===== src/hdl/tlic_pkg.sv =====
// package of the two-level interrupt controller: offsets, masks, vectors, types
// assumes 8-bit registers on a 32-bit APB with word-aligned register slots
package tlic_pkg;

  localparam int NSRC = 12;

  // register indices as printed; byte address is four times the index
  localparam logic [7:0] IDX_EN_PRI = 8'hA8;
  localparam logic [7:0] IDX_EN_SEC = 8'hA9;
  localparam logic [7:0] IDX_PRIO_PRI = 8'hB8;
  localparam logic [7:0] IDX_PRIO_SEC = 8'hB9;
  localparam logic [7:0] IDX_STATUS = 8'hBC;
  localparam logic [11:0] ADDR_EN_PRI = {2'h0, IDX_EN_PRI, 2'h0};
  localparam logic [11:0] ADDR_EN_SEC = {2'h0, IDX_EN_SEC, 2'h0};
  localparam logic [11:0] ADDR_PRIO_PRI = {2'h0, IDX_PRIO_PRI, 2'h0};
  localparam logic [11:0] ADDR_PRIO_SEC = {2'h0, IDX_PRIO_SEC, 2'h0};
  localparam logic [11:0] ADDR_STATUS = {2'h0, IDX_STATUS, 2'h0};

  // writable bits; reserved bits ignore writes and read as zero
  localparam logic [7:0] MASK_EN_PRI = 8'hFF;
  localparam logic [7:0] MASK_EN_SEC = 8'h2F;
  localparam logic [7:0] MASK_PRIO_PRI = 8'h7F;
  localparam logic [7:0] MASK_PRIO_SEC = 8'h2F;
  localparam logic [7:0] RST_REG = 8'h00;

  // field positions
  localparam int GLOBAL_EN_BIT = 7;
  localparam int PRI_ADC_BIT = 6;
  localparam int PRI_T2_BIT = 5;
  localparam int PRI_UART_BIT = 4;
  localparam int PRI_T1_BIT = 3;
  localparam int PRI_EXT1_BIT = 2;
  localparam int PRI_T0_BIT = 1;
  localparam int PRI_EXT0_BIT = 0;
  localparam int SEC_CMP_BIT = 5;
  localparam int SEC_EXT2_BIT = 3;
  localparam int SEC_BTM_BIT = 2;
  localparam int SEC_PWM_BIT = 1;
  localparam int SEC_SSI_BIT = 0;
  localparam int STACK_DEPTH = 2;

  // source index order equals query order: ext0,t0,ext1,t1,uart,t2,adc,ssi,pwm,btm,ext2,cmp
  localparam logic [NSRC-1:0][15:0] VECTORS = {
    16'h0063, 16'h0053, 16'h004B, 16'h0043, 16'h003B, 16'h0033,
    16'h002B, 16'h0023, 16'h001B, 16'h0013, 16'h000B, 16'h0003};

  typedef struct packed {
    logic [7:0] en_pri;
    logic [7:0] en_sec;
    logic [7:0] prio_pri;
    logic [7:0] prio_sec;
    logic hi_act;
    logic lo_act;
    logic [1:0] sp;
    logic [STACK_DEPTH-1:0][15:0] stk;
    logic skip;
    logic pc_load;
    logic [15:0] pc_val;
    logic [NSRC-1:0] ack;
    logic [31:0] prdata;
    logic pready;
    logic pslverr;
  } tlic_state_t;

  typedef struct packed {
    logic valid;
    logic [3:0] idx;
  } tlic_pick_t;

endpackage : tlic_pkg


===== src/hdl/tlic_ctrl.sv =====
// two-level interrupt controller with return-address stack and APB registers
// assumes flags are level signals on mclk_i held by peripherals until cleared,
// and that the core pulses insn_done_i at each instruction boundary with the
// address of the next instruction on next_pc_i
//
// Operation
// - accept at boundary, push PC, load vector
// - on return, pop PC and resume
// - other requests stay pending during service
// - bit 7 primary enable gates everything
// - primary bit 6 enables ADC
// - primary bit 5 enables Timer2
// - primary bit 4 enables UART
// - primary bit 3 enables Timer1
// - primary bit 2 enables external 1
// - bit 1 Timer0, bit 0 external 0
// - primary enable resets all zero
// - primary priority bits per source, bit7 reserved
// - secondary enables comparator, ext2, base timer
// - secondary bit 1 enables PWM overflow
// - secondary bit 0 enables serial interface
// - secondary priority bits, reserved 7,6,4
// - high preempts low, equal never nests
// - one instruction after return before accepting
// - equal priority: smaller query number first
//
// Implementation choice: the APB slave port.
`timescale 1ns/10ps
module tlic_ctrl (
  input wire logic mclk_i,
  input wire logic nrst_i,
  input wire logic psel_i,
  input wire logic penable_i,
  input wire logic pwrite_i,
  input wire logic [11:0] paddr_i,
  input wire logic [31:0] pwdata_i,
  output logic [31:0] prdata_o,
  output logic pready_o,
  output logic pslverr_o,
  input wire logic [tlic_pkg::NSRC-1:0] irq_flag_i,
  input wire logic insn_done_i,
  input wire logic return_from_interrupt_i,
  input wire logic [15:0] next_pc_i,
  output logic pc_load_o,
  output logic [15:0] pc_value_o,
  output logic [tlic_pkg::NSRC-1:0] irq_ack_o
);

  tlic_pkg::tlic_state_t s_q;
  tlic_pkg::tlic_state_t s_d;
  logic [tlic_pkg::NSRC-1:0] en_vec;
  logic [tlic_pkg::NSRC-1:0] prio_vec;
  logic [tlic_pkg::NSRC-1:0] eligible;
  tlic_pkg::tlic_pick_t hi_pick;
  tlic_pkg::tlic_pick_t lo_pick;
  tlic_pkg::tlic_pick_t take;
  logic take_hi;
  logic apb_done;
  logic apb_start;

  // lowest set index wins
  function automatic tlic_pkg::tlic_pick_t pick_lowest(
    input logic [tlic_pkg::NSRC-1:0] v
  );
    tlic_pkg::tlic_pick_t p;
    p.valid = 1'b0;
    p.idx = 4'h0;
    for (int i = tlic_pkg::NSRC - 1; i >= 0; i--) begin
      if (v[i]) begin
        p.valid = 1'b1;
        p.idx = 4'(i);
      end
    end
    return p;
  endfunction : pick_lowest

  // map register bits onto query-ordered source vectors
  assign en_vec = {s_q.en_sec[tlic_pkg::SEC_CMP_BIT],
                   s_q.en_sec[tlic_pkg::SEC_EXT2_BIT],
                   s_q.en_sec[tlic_pkg::SEC_BTM_BIT],
                   s_q.en_sec[tlic_pkg::SEC_PWM_BIT],
                   s_q.en_sec[tlic_pkg::SEC_SSI_BIT],
                   s_q.en_pri[tlic_pkg::PRI_ADC_BIT],
                   s_q.en_pri[tlic_pkg::PRI_T2_BIT],
                   s_q.en_pri[tlic_pkg::PRI_UART_BIT],
                   s_q.en_pri[tlic_pkg::PRI_T1_BIT],
                   s_q.en_pri[tlic_pkg::PRI_EXT1_BIT],
                   s_q.en_pri[tlic_pkg::PRI_T0_BIT],
                   s_q.en_pri[tlic_pkg::PRI_EXT0_BIT]};
  assign prio_vec = {s_q.prio_sec[tlic_pkg::SEC_CMP_BIT],
                     s_q.prio_sec[tlic_pkg::SEC_EXT2_BIT],
                     s_q.prio_sec[tlic_pkg::SEC_BTM_BIT],
                     s_q.prio_sec[tlic_pkg::SEC_PWM_BIT],
                     s_q.prio_sec[tlic_pkg::SEC_SSI_BIT],
                     s_q.prio_pri[6:0]};

  // gating by global enable, source enable and pending flag
  assign eligible = irq_flag_i & en_vec &
                    {tlic_pkg::NSRC{s_q.en_pri[tlic_pkg::GLOBAL_EN_BIT]}};

  // arbitration per level
  assign hi_pick = pick_lowest(eligible & prio_vec);
  assign lo_pick = pick_lowest(eligible & ~prio_vec);

  // high may preempt low; nothing nests at its own level or below
  always_comb begin
    take_hi = 1'b0;
    take = '0;
    if (!s_q.hi_act && hi_pick.valid) begin
      take_hi = 1'b1;
      take = hi_pick;
    end else if (!s_q.hi_act && !s_q.lo_act && lo_pick.valid) begin
      take = lo_pick;
    end
  end

  // apb phases: one wait state, write lands on the completing edge
  assign apb_start = psel_i && penable_i && !s_q.pready;
  assign apb_done = psel_i && penable_i && s_q.pready;

  // next-state logic
  always_comb begin
    s_d = s_q;
    s_d.pc_load = 1'b0;
    s_d.ack = '0;
    s_d.pready = 1'b0;
    s_d.pslverr = 1'b0;

    // register read data and decode error, presented with pready
    if (apb_start) begin
      s_d.pready = 1'b1;
      s_d.prdata = '0;
      if (paddr_i == tlic_pkg::ADDR_EN_PRI) begin
        s_d.prdata[7:0] = s_q.en_pri;
      end else if (paddr_i == tlic_pkg::ADDR_EN_SEC) begin
        s_d.prdata[7:0] = s_q.en_sec;
      end else if (paddr_i == tlic_pkg::ADDR_PRIO_PRI) begin
        s_d.prdata[7:0] = s_q.prio_pri;
      end else if (paddr_i == tlic_pkg::ADDR_PRIO_SEC) begin
        s_d.prdata[7:0] = s_q.prio_sec;
      end else if (paddr_i == tlic_pkg::ADDR_STATUS) begin
        s_d.prdata[15:0] = {eligible[11:0], s_q.sp, s_q.hi_act, s_q.lo_act};
        s_d.pslverr = pwrite_i; // status is read-only
      end else begin
        s_d.pslverr = 1'b1;
      end
    end else if (apb_done) begin
      s_d.prdata = s_q.prdata;
    end

    // register writes, reserved bits dropped
    if (apb_done && pwrite_i) begin
      if (paddr_i == tlic_pkg::ADDR_EN_PRI) begin
        s_d.en_pri = pwdata_i[7:0] & tlic_pkg::MASK_EN_PRI;
      end else if (paddr_i == tlic_pkg::ADDR_EN_SEC) begin
        s_d.en_sec = pwdata_i[7:0] & tlic_pkg::MASK_EN_SEC;
      end else if (paddr_i == tlic_pkg::ADDR_PRIO_PRI) begin
        s_d.prio_pri = pwdata_i[7:0] & tlic_pkg::MASK_PRIO_PRI;
      end else if (paddr_i == tlic_pkg::ADDR_PRIO_SEC) begin
        s_d.prio_sec = pwdata_i[7:0] & tlic_pkg::MASK_PRIO_SEC;
      end
    end

    // return: pop address, close the innermost active level
    if (return_from_interrupt_i && s_q.sp != 2'h0) begin
      s_d.pc_load = 1'b1;
      s_d.pc_val = s_q.stk[s_q.sp[0] ^ 1'b1];
      s_d.sp = 2'(s_q.sp - 2'h1);
      if (s_q.hi_act) begin
        s_d.hi_act = 1'b0;
      end else begin
        s_d.lo_act = 1'b0;
      end
      s_d.skip = 1'b1;
    end else if (insn_done_i && s_q.skip) begin
      s_d.skip = 1'b0;
    end else if (insn_done_i && !return_from_interrupt_i && take.valid) begin
      // accept at the boundary: push return address, jump to vector
      s_d.stk[s_q.sp[0]] = next_pc_i;
      s_d.sp = 2'(s_q.sp + 2'h1);
      s_d.pc_load = 1'b1;
      s_d.pc_val = tlic_pkg::VECTORS[take.idx];
      s_d.ack[take.idx] = 1'b1;
      if (take_hi) begin
        s_d.hi_act = 1'b1;
      end else begin
        s_d.lo_act = 1'b1;
      end
    end
    // unserved flags are not touched and stay pending
  end

  // state register
  always_ff @(posedge mclk_i or negedge nrst_i) begin
    if (!nrst_i) begin
      s_q <= '0;
      s_q.en_pri <= tlic_pkg::RST_REG;
      s_q.en_sec <= tlic_pkg::RST_REG;
      s_q.prio_pri <= tlic_pkg::RST_REG;
      s_q.prio_sec <= tlic_pkg::RST_REG;
    end else begin
      s_q <= s_d;
    end
  end

  // outputs straight from state flops
  assign prdata_o = s_q.prdata;
  assign pready_o = s_q.pready;
  assign pslverr_o = s_q.pslverr;
  assign pc_load_o = s_q.pc_load;
  assign pc_value_o = s_q.pc_val;
  assign irq_ack_o = s_q.ack;

endmodule : tlic_ctrl


===== config.mk =====
export PLATFORM = sky130hd
export DESIGN_NAME = tlic_ctrl
export DESIGN_NICKNAME = d
export VERILOG_FILES = /design/src/hdl/tlic_pkg.sv /design/src/hdl/tlic_ctrl.sv
export SDC_FILE = /design/constraint.sdc
export NUM_CORES = 1
export LEC_CHECK = 0
export BUFFER_PORTS_ARGS = -buffer_cell sky130_fd_sc_hd__buf_2
export CAP_MARGIN = 20
export CELL_PAD_IN_SITES_DETAIL_PLACEMENT = 1
export CELL_PAD_IN_SITES_GLOBAL_PLACEMENT = 2
export CORE_MARGIN = 4
export CORE_UTILIZATION = 30
export DETAILED_ROUTE_END_ITERATION = 10
export PLACE_DENSITY_LB_ADDON = 0.25
export RECOVER_POWER = 50
export SLEW_MARGIN = 10
export SYNTH_ARGS = -nofsm -noshare
export SYNTH_HDL_FRONTEND = slang
export SYNTH_SLANG_ARGS = --single-unit
export TNS_END_PERCENT = 100

===== constraint.sdc =====
create_clock -name mclk_i -period 6.5 [get_ports mclk_i]
set_input_delay 0.325 -clock mclk_i [delete_from_list [all_inputs] [get_ports mclk_i]]
set_output_delay 0.325 -clock mclk_i [all_outputs]
set_load 0.05 [all_outputs]

==> metrics.txt <==
run status=finished with violations; failing checks=max-capacitance violations, max-slew violations; htree depth=3; crit path kind=primary input to async pin; Clock Path Buffers=2; Synth async-reset ratio=1.00; delay-heaviest family, CP=buffers and inverters; most frequent cells in the layout=109 x dfrtp_1, 53 x buf_2, 48 x nand2_1, 48 x clkbuf_1, 27 x o21ai_0; Die W=148 um; 1st-pass router iterations=4; DP HPWL=11500 um; WL met3=876 um; hold-critical path depth=2; Setup crit end=pc_value_o[3]; Rel. slew slack=-0.990; routed len/inst=18.5 um; post-cts sizing count=0; setup TNS=0 ps; Worst Max-Slew Pin Slew=2990 ps; Tcrit/Tclk final=0.440; grt ovf=0; Req. time, crit path=6930 ps; register area share after synthesis=0.466; final std cell area, no fill=6490 sq um; final hold viol count=0; yosys warns=0; number of global-route vias before repair=4556; Top FF cell, synth=dfrtp_1; num rows=50; die area=21800 sq um; largest net degree at the start of global routing=56; CP Buf/Inv Count=2; FF-to-FF setup slack=3740 ps; Arr. time, crit path=3290 ps; clk slew on worst S/H paths=80 ps; Synth cell types=66; # DRC=0; via count=4056; CP startpoint kind=primary input; Post-CTS Setup Inserts=0; Cells after Synth=513; Post-synth EDFFs=0; crit end category=async pin; Cell Chain, Critical Path=clkbuf_1 -> buf_4; Clock Tree Root=clkbuf_16; final non-filler cell total=832; DIE HEIGHT=148 um; M1 WL=7180 um; Syn Area/Cell=11.4 sq um; RSZ-0062 raised after global routing=no; Worst path max stage delay=2060 ps; clock sinks=109; minimum clock period=2860 ps; share of cells above drive strength 1=0.256; gpl congestion=0.745; hold_buf cts=0; later-pin clock latency in the skew report=360 ps; highest routing layer actually used=met5; VDD IR-drop max=112 uV; GRT Overall Usage=0.146; CTS Buf Count=9; Max stage delay cell, worst path=clkbuf_1; CTS tree=done; Synth Cell Area=5850 sq um; fillers=2112; critical path peak fanout=55; register bit total from synthesis=109; first-pass GRT wire length=25300 um; Routed Antenna Nets=0; Core Area=19000 sq um; Hold WS=166 ps; antenna violations before repair=1; overall power=1.48 mW; PwrDens=228 nW/um^2; post-layout net count=646; P_leak=3.10 nW; total placed cells including tap cells=813; Initial Utilization=0.309; area grow syn2layout=10.9%; max-cap viol count=1; path depth of the worst reg2reg path=8; hold_sp=insn_done_i; fmax=349 MHz; First DRT Iteration DRCs=110; CP startpoint=nrst_i; Via-to-Cell Ratio=4.88; number of top-level pins=142; Hold Path Class=primary input to flip-flop; Final setup viols=0; critical path depth in cells=2; Post-DP Area=6190 sq um; Port Buffer Count=101; total wire length=15400 um; FF-to-FF Start=s_q[131]; metal2 WL=7100 um; Slew Limit Fails=56; clk_skew=17.5 ps; commonest non-fill, non-tap cell in the layout=dfrtp_1
-- where the power goes --
part           switching, mW  internal (mW)  leakage, nW
registers            0.00899          0.691         1.51
logic                  0.151         0.0650         1.44
clock network          0.286          0.277        0.152
-- layer usage --
metal | vias up | GRT usage
met1 | 2033 | 0.197
met2 | 99 | 0.232
met5 | - | 0
met3 | 16 | 0.0399
li1 | 1906 | -
met4 | 2 | 0.0387
-- through the flow --
step | utilization | setup WS, ps
4_1_cts | 0.343 | 3340
2_1_floorplan | - | 4220
6_report | 0.342 | 3640
3_3_place_gp | 0.327 | 3370
3_5_place_dp | 0.327 | 3320
5_1_grt | 0.342 | 2920
-- logic make-up (layout without fill, tap and decap cells) --
| family | count (synthesis) | after routing | share of synthesized area |
|---|---|---|---|
| adder cells (fa/ha/maj) | 1 | 1 | 0.00214 |
| AND/OR/NAND/NOR | 153 | 153 | 0.158 |
| other | 1 | 17 | 0.000641 |
| buffers and inverters | 88 | 131 | 0.104 |
| AO/OA/AOI/OAI | 78 | 78 | 0.0915 |
| XOR/XNOR | 1 | 1 | 0.00150 |
| multiplexers | 82 | 82 | 0.176 |
| flip-flops | 109 | 109 | 0.466 |
-- synth_stat cells, drive strengths merged (2+ instances only) --
master  number  area, sq um
o211a        2         20.0
nor3        20          111
nor4         2         12.5
buf         70          539
nor2b        5         31.3
mux2        58          728
o21ai       27          135
nand3b       2         15.0
nand2b       3         18.8
o211ai       5         42.5
nand4b      12          124
a21oi       10         53.8
a211oi       2         15.0
a31oi        6         37.5
nand3        7         35.0
and4         4         35.0
or2          3         18.8
nand4       19          144
and4b        5         50.1
nor2        14         60.1
o22ai       11         68.8
inv          9         33.8
mux2i       19          190
clkbuf       9         33.8
and2         2         12.5
o41ai        2         43.8
dfrtp      109         2730
nand2       50          198
mux4         5          113
-- final cells by class --
cell class | instances | area, sq um | area share
Sequential cell | 109 | 2730 | 0.420
Multi-Input combinational cell | 331 | 2570 | 0.397
Timing Repair Buffer | 106 | 510 | 0.0787
Tap cell | 260 | 325 | 0.0501
Clock buffer | 9 | 225 | 0.0347
Clock inverter | 7 | 88.8 | 0.0137
Inverter | 9 | 33.8 | 0.00521
Antenna cell | 1 | 2.50 | 0.000386
-- how the worst min path moves through the flow --
stage / endpoint
after floorplan: async pin
after CTS: prdata_o[9]
after global placement: prdata_o[13]
final: s_q[63]
after detailed placement: prdata_o[9]
after global routing: s_q[63]
(Power assumes the default switching activity.)
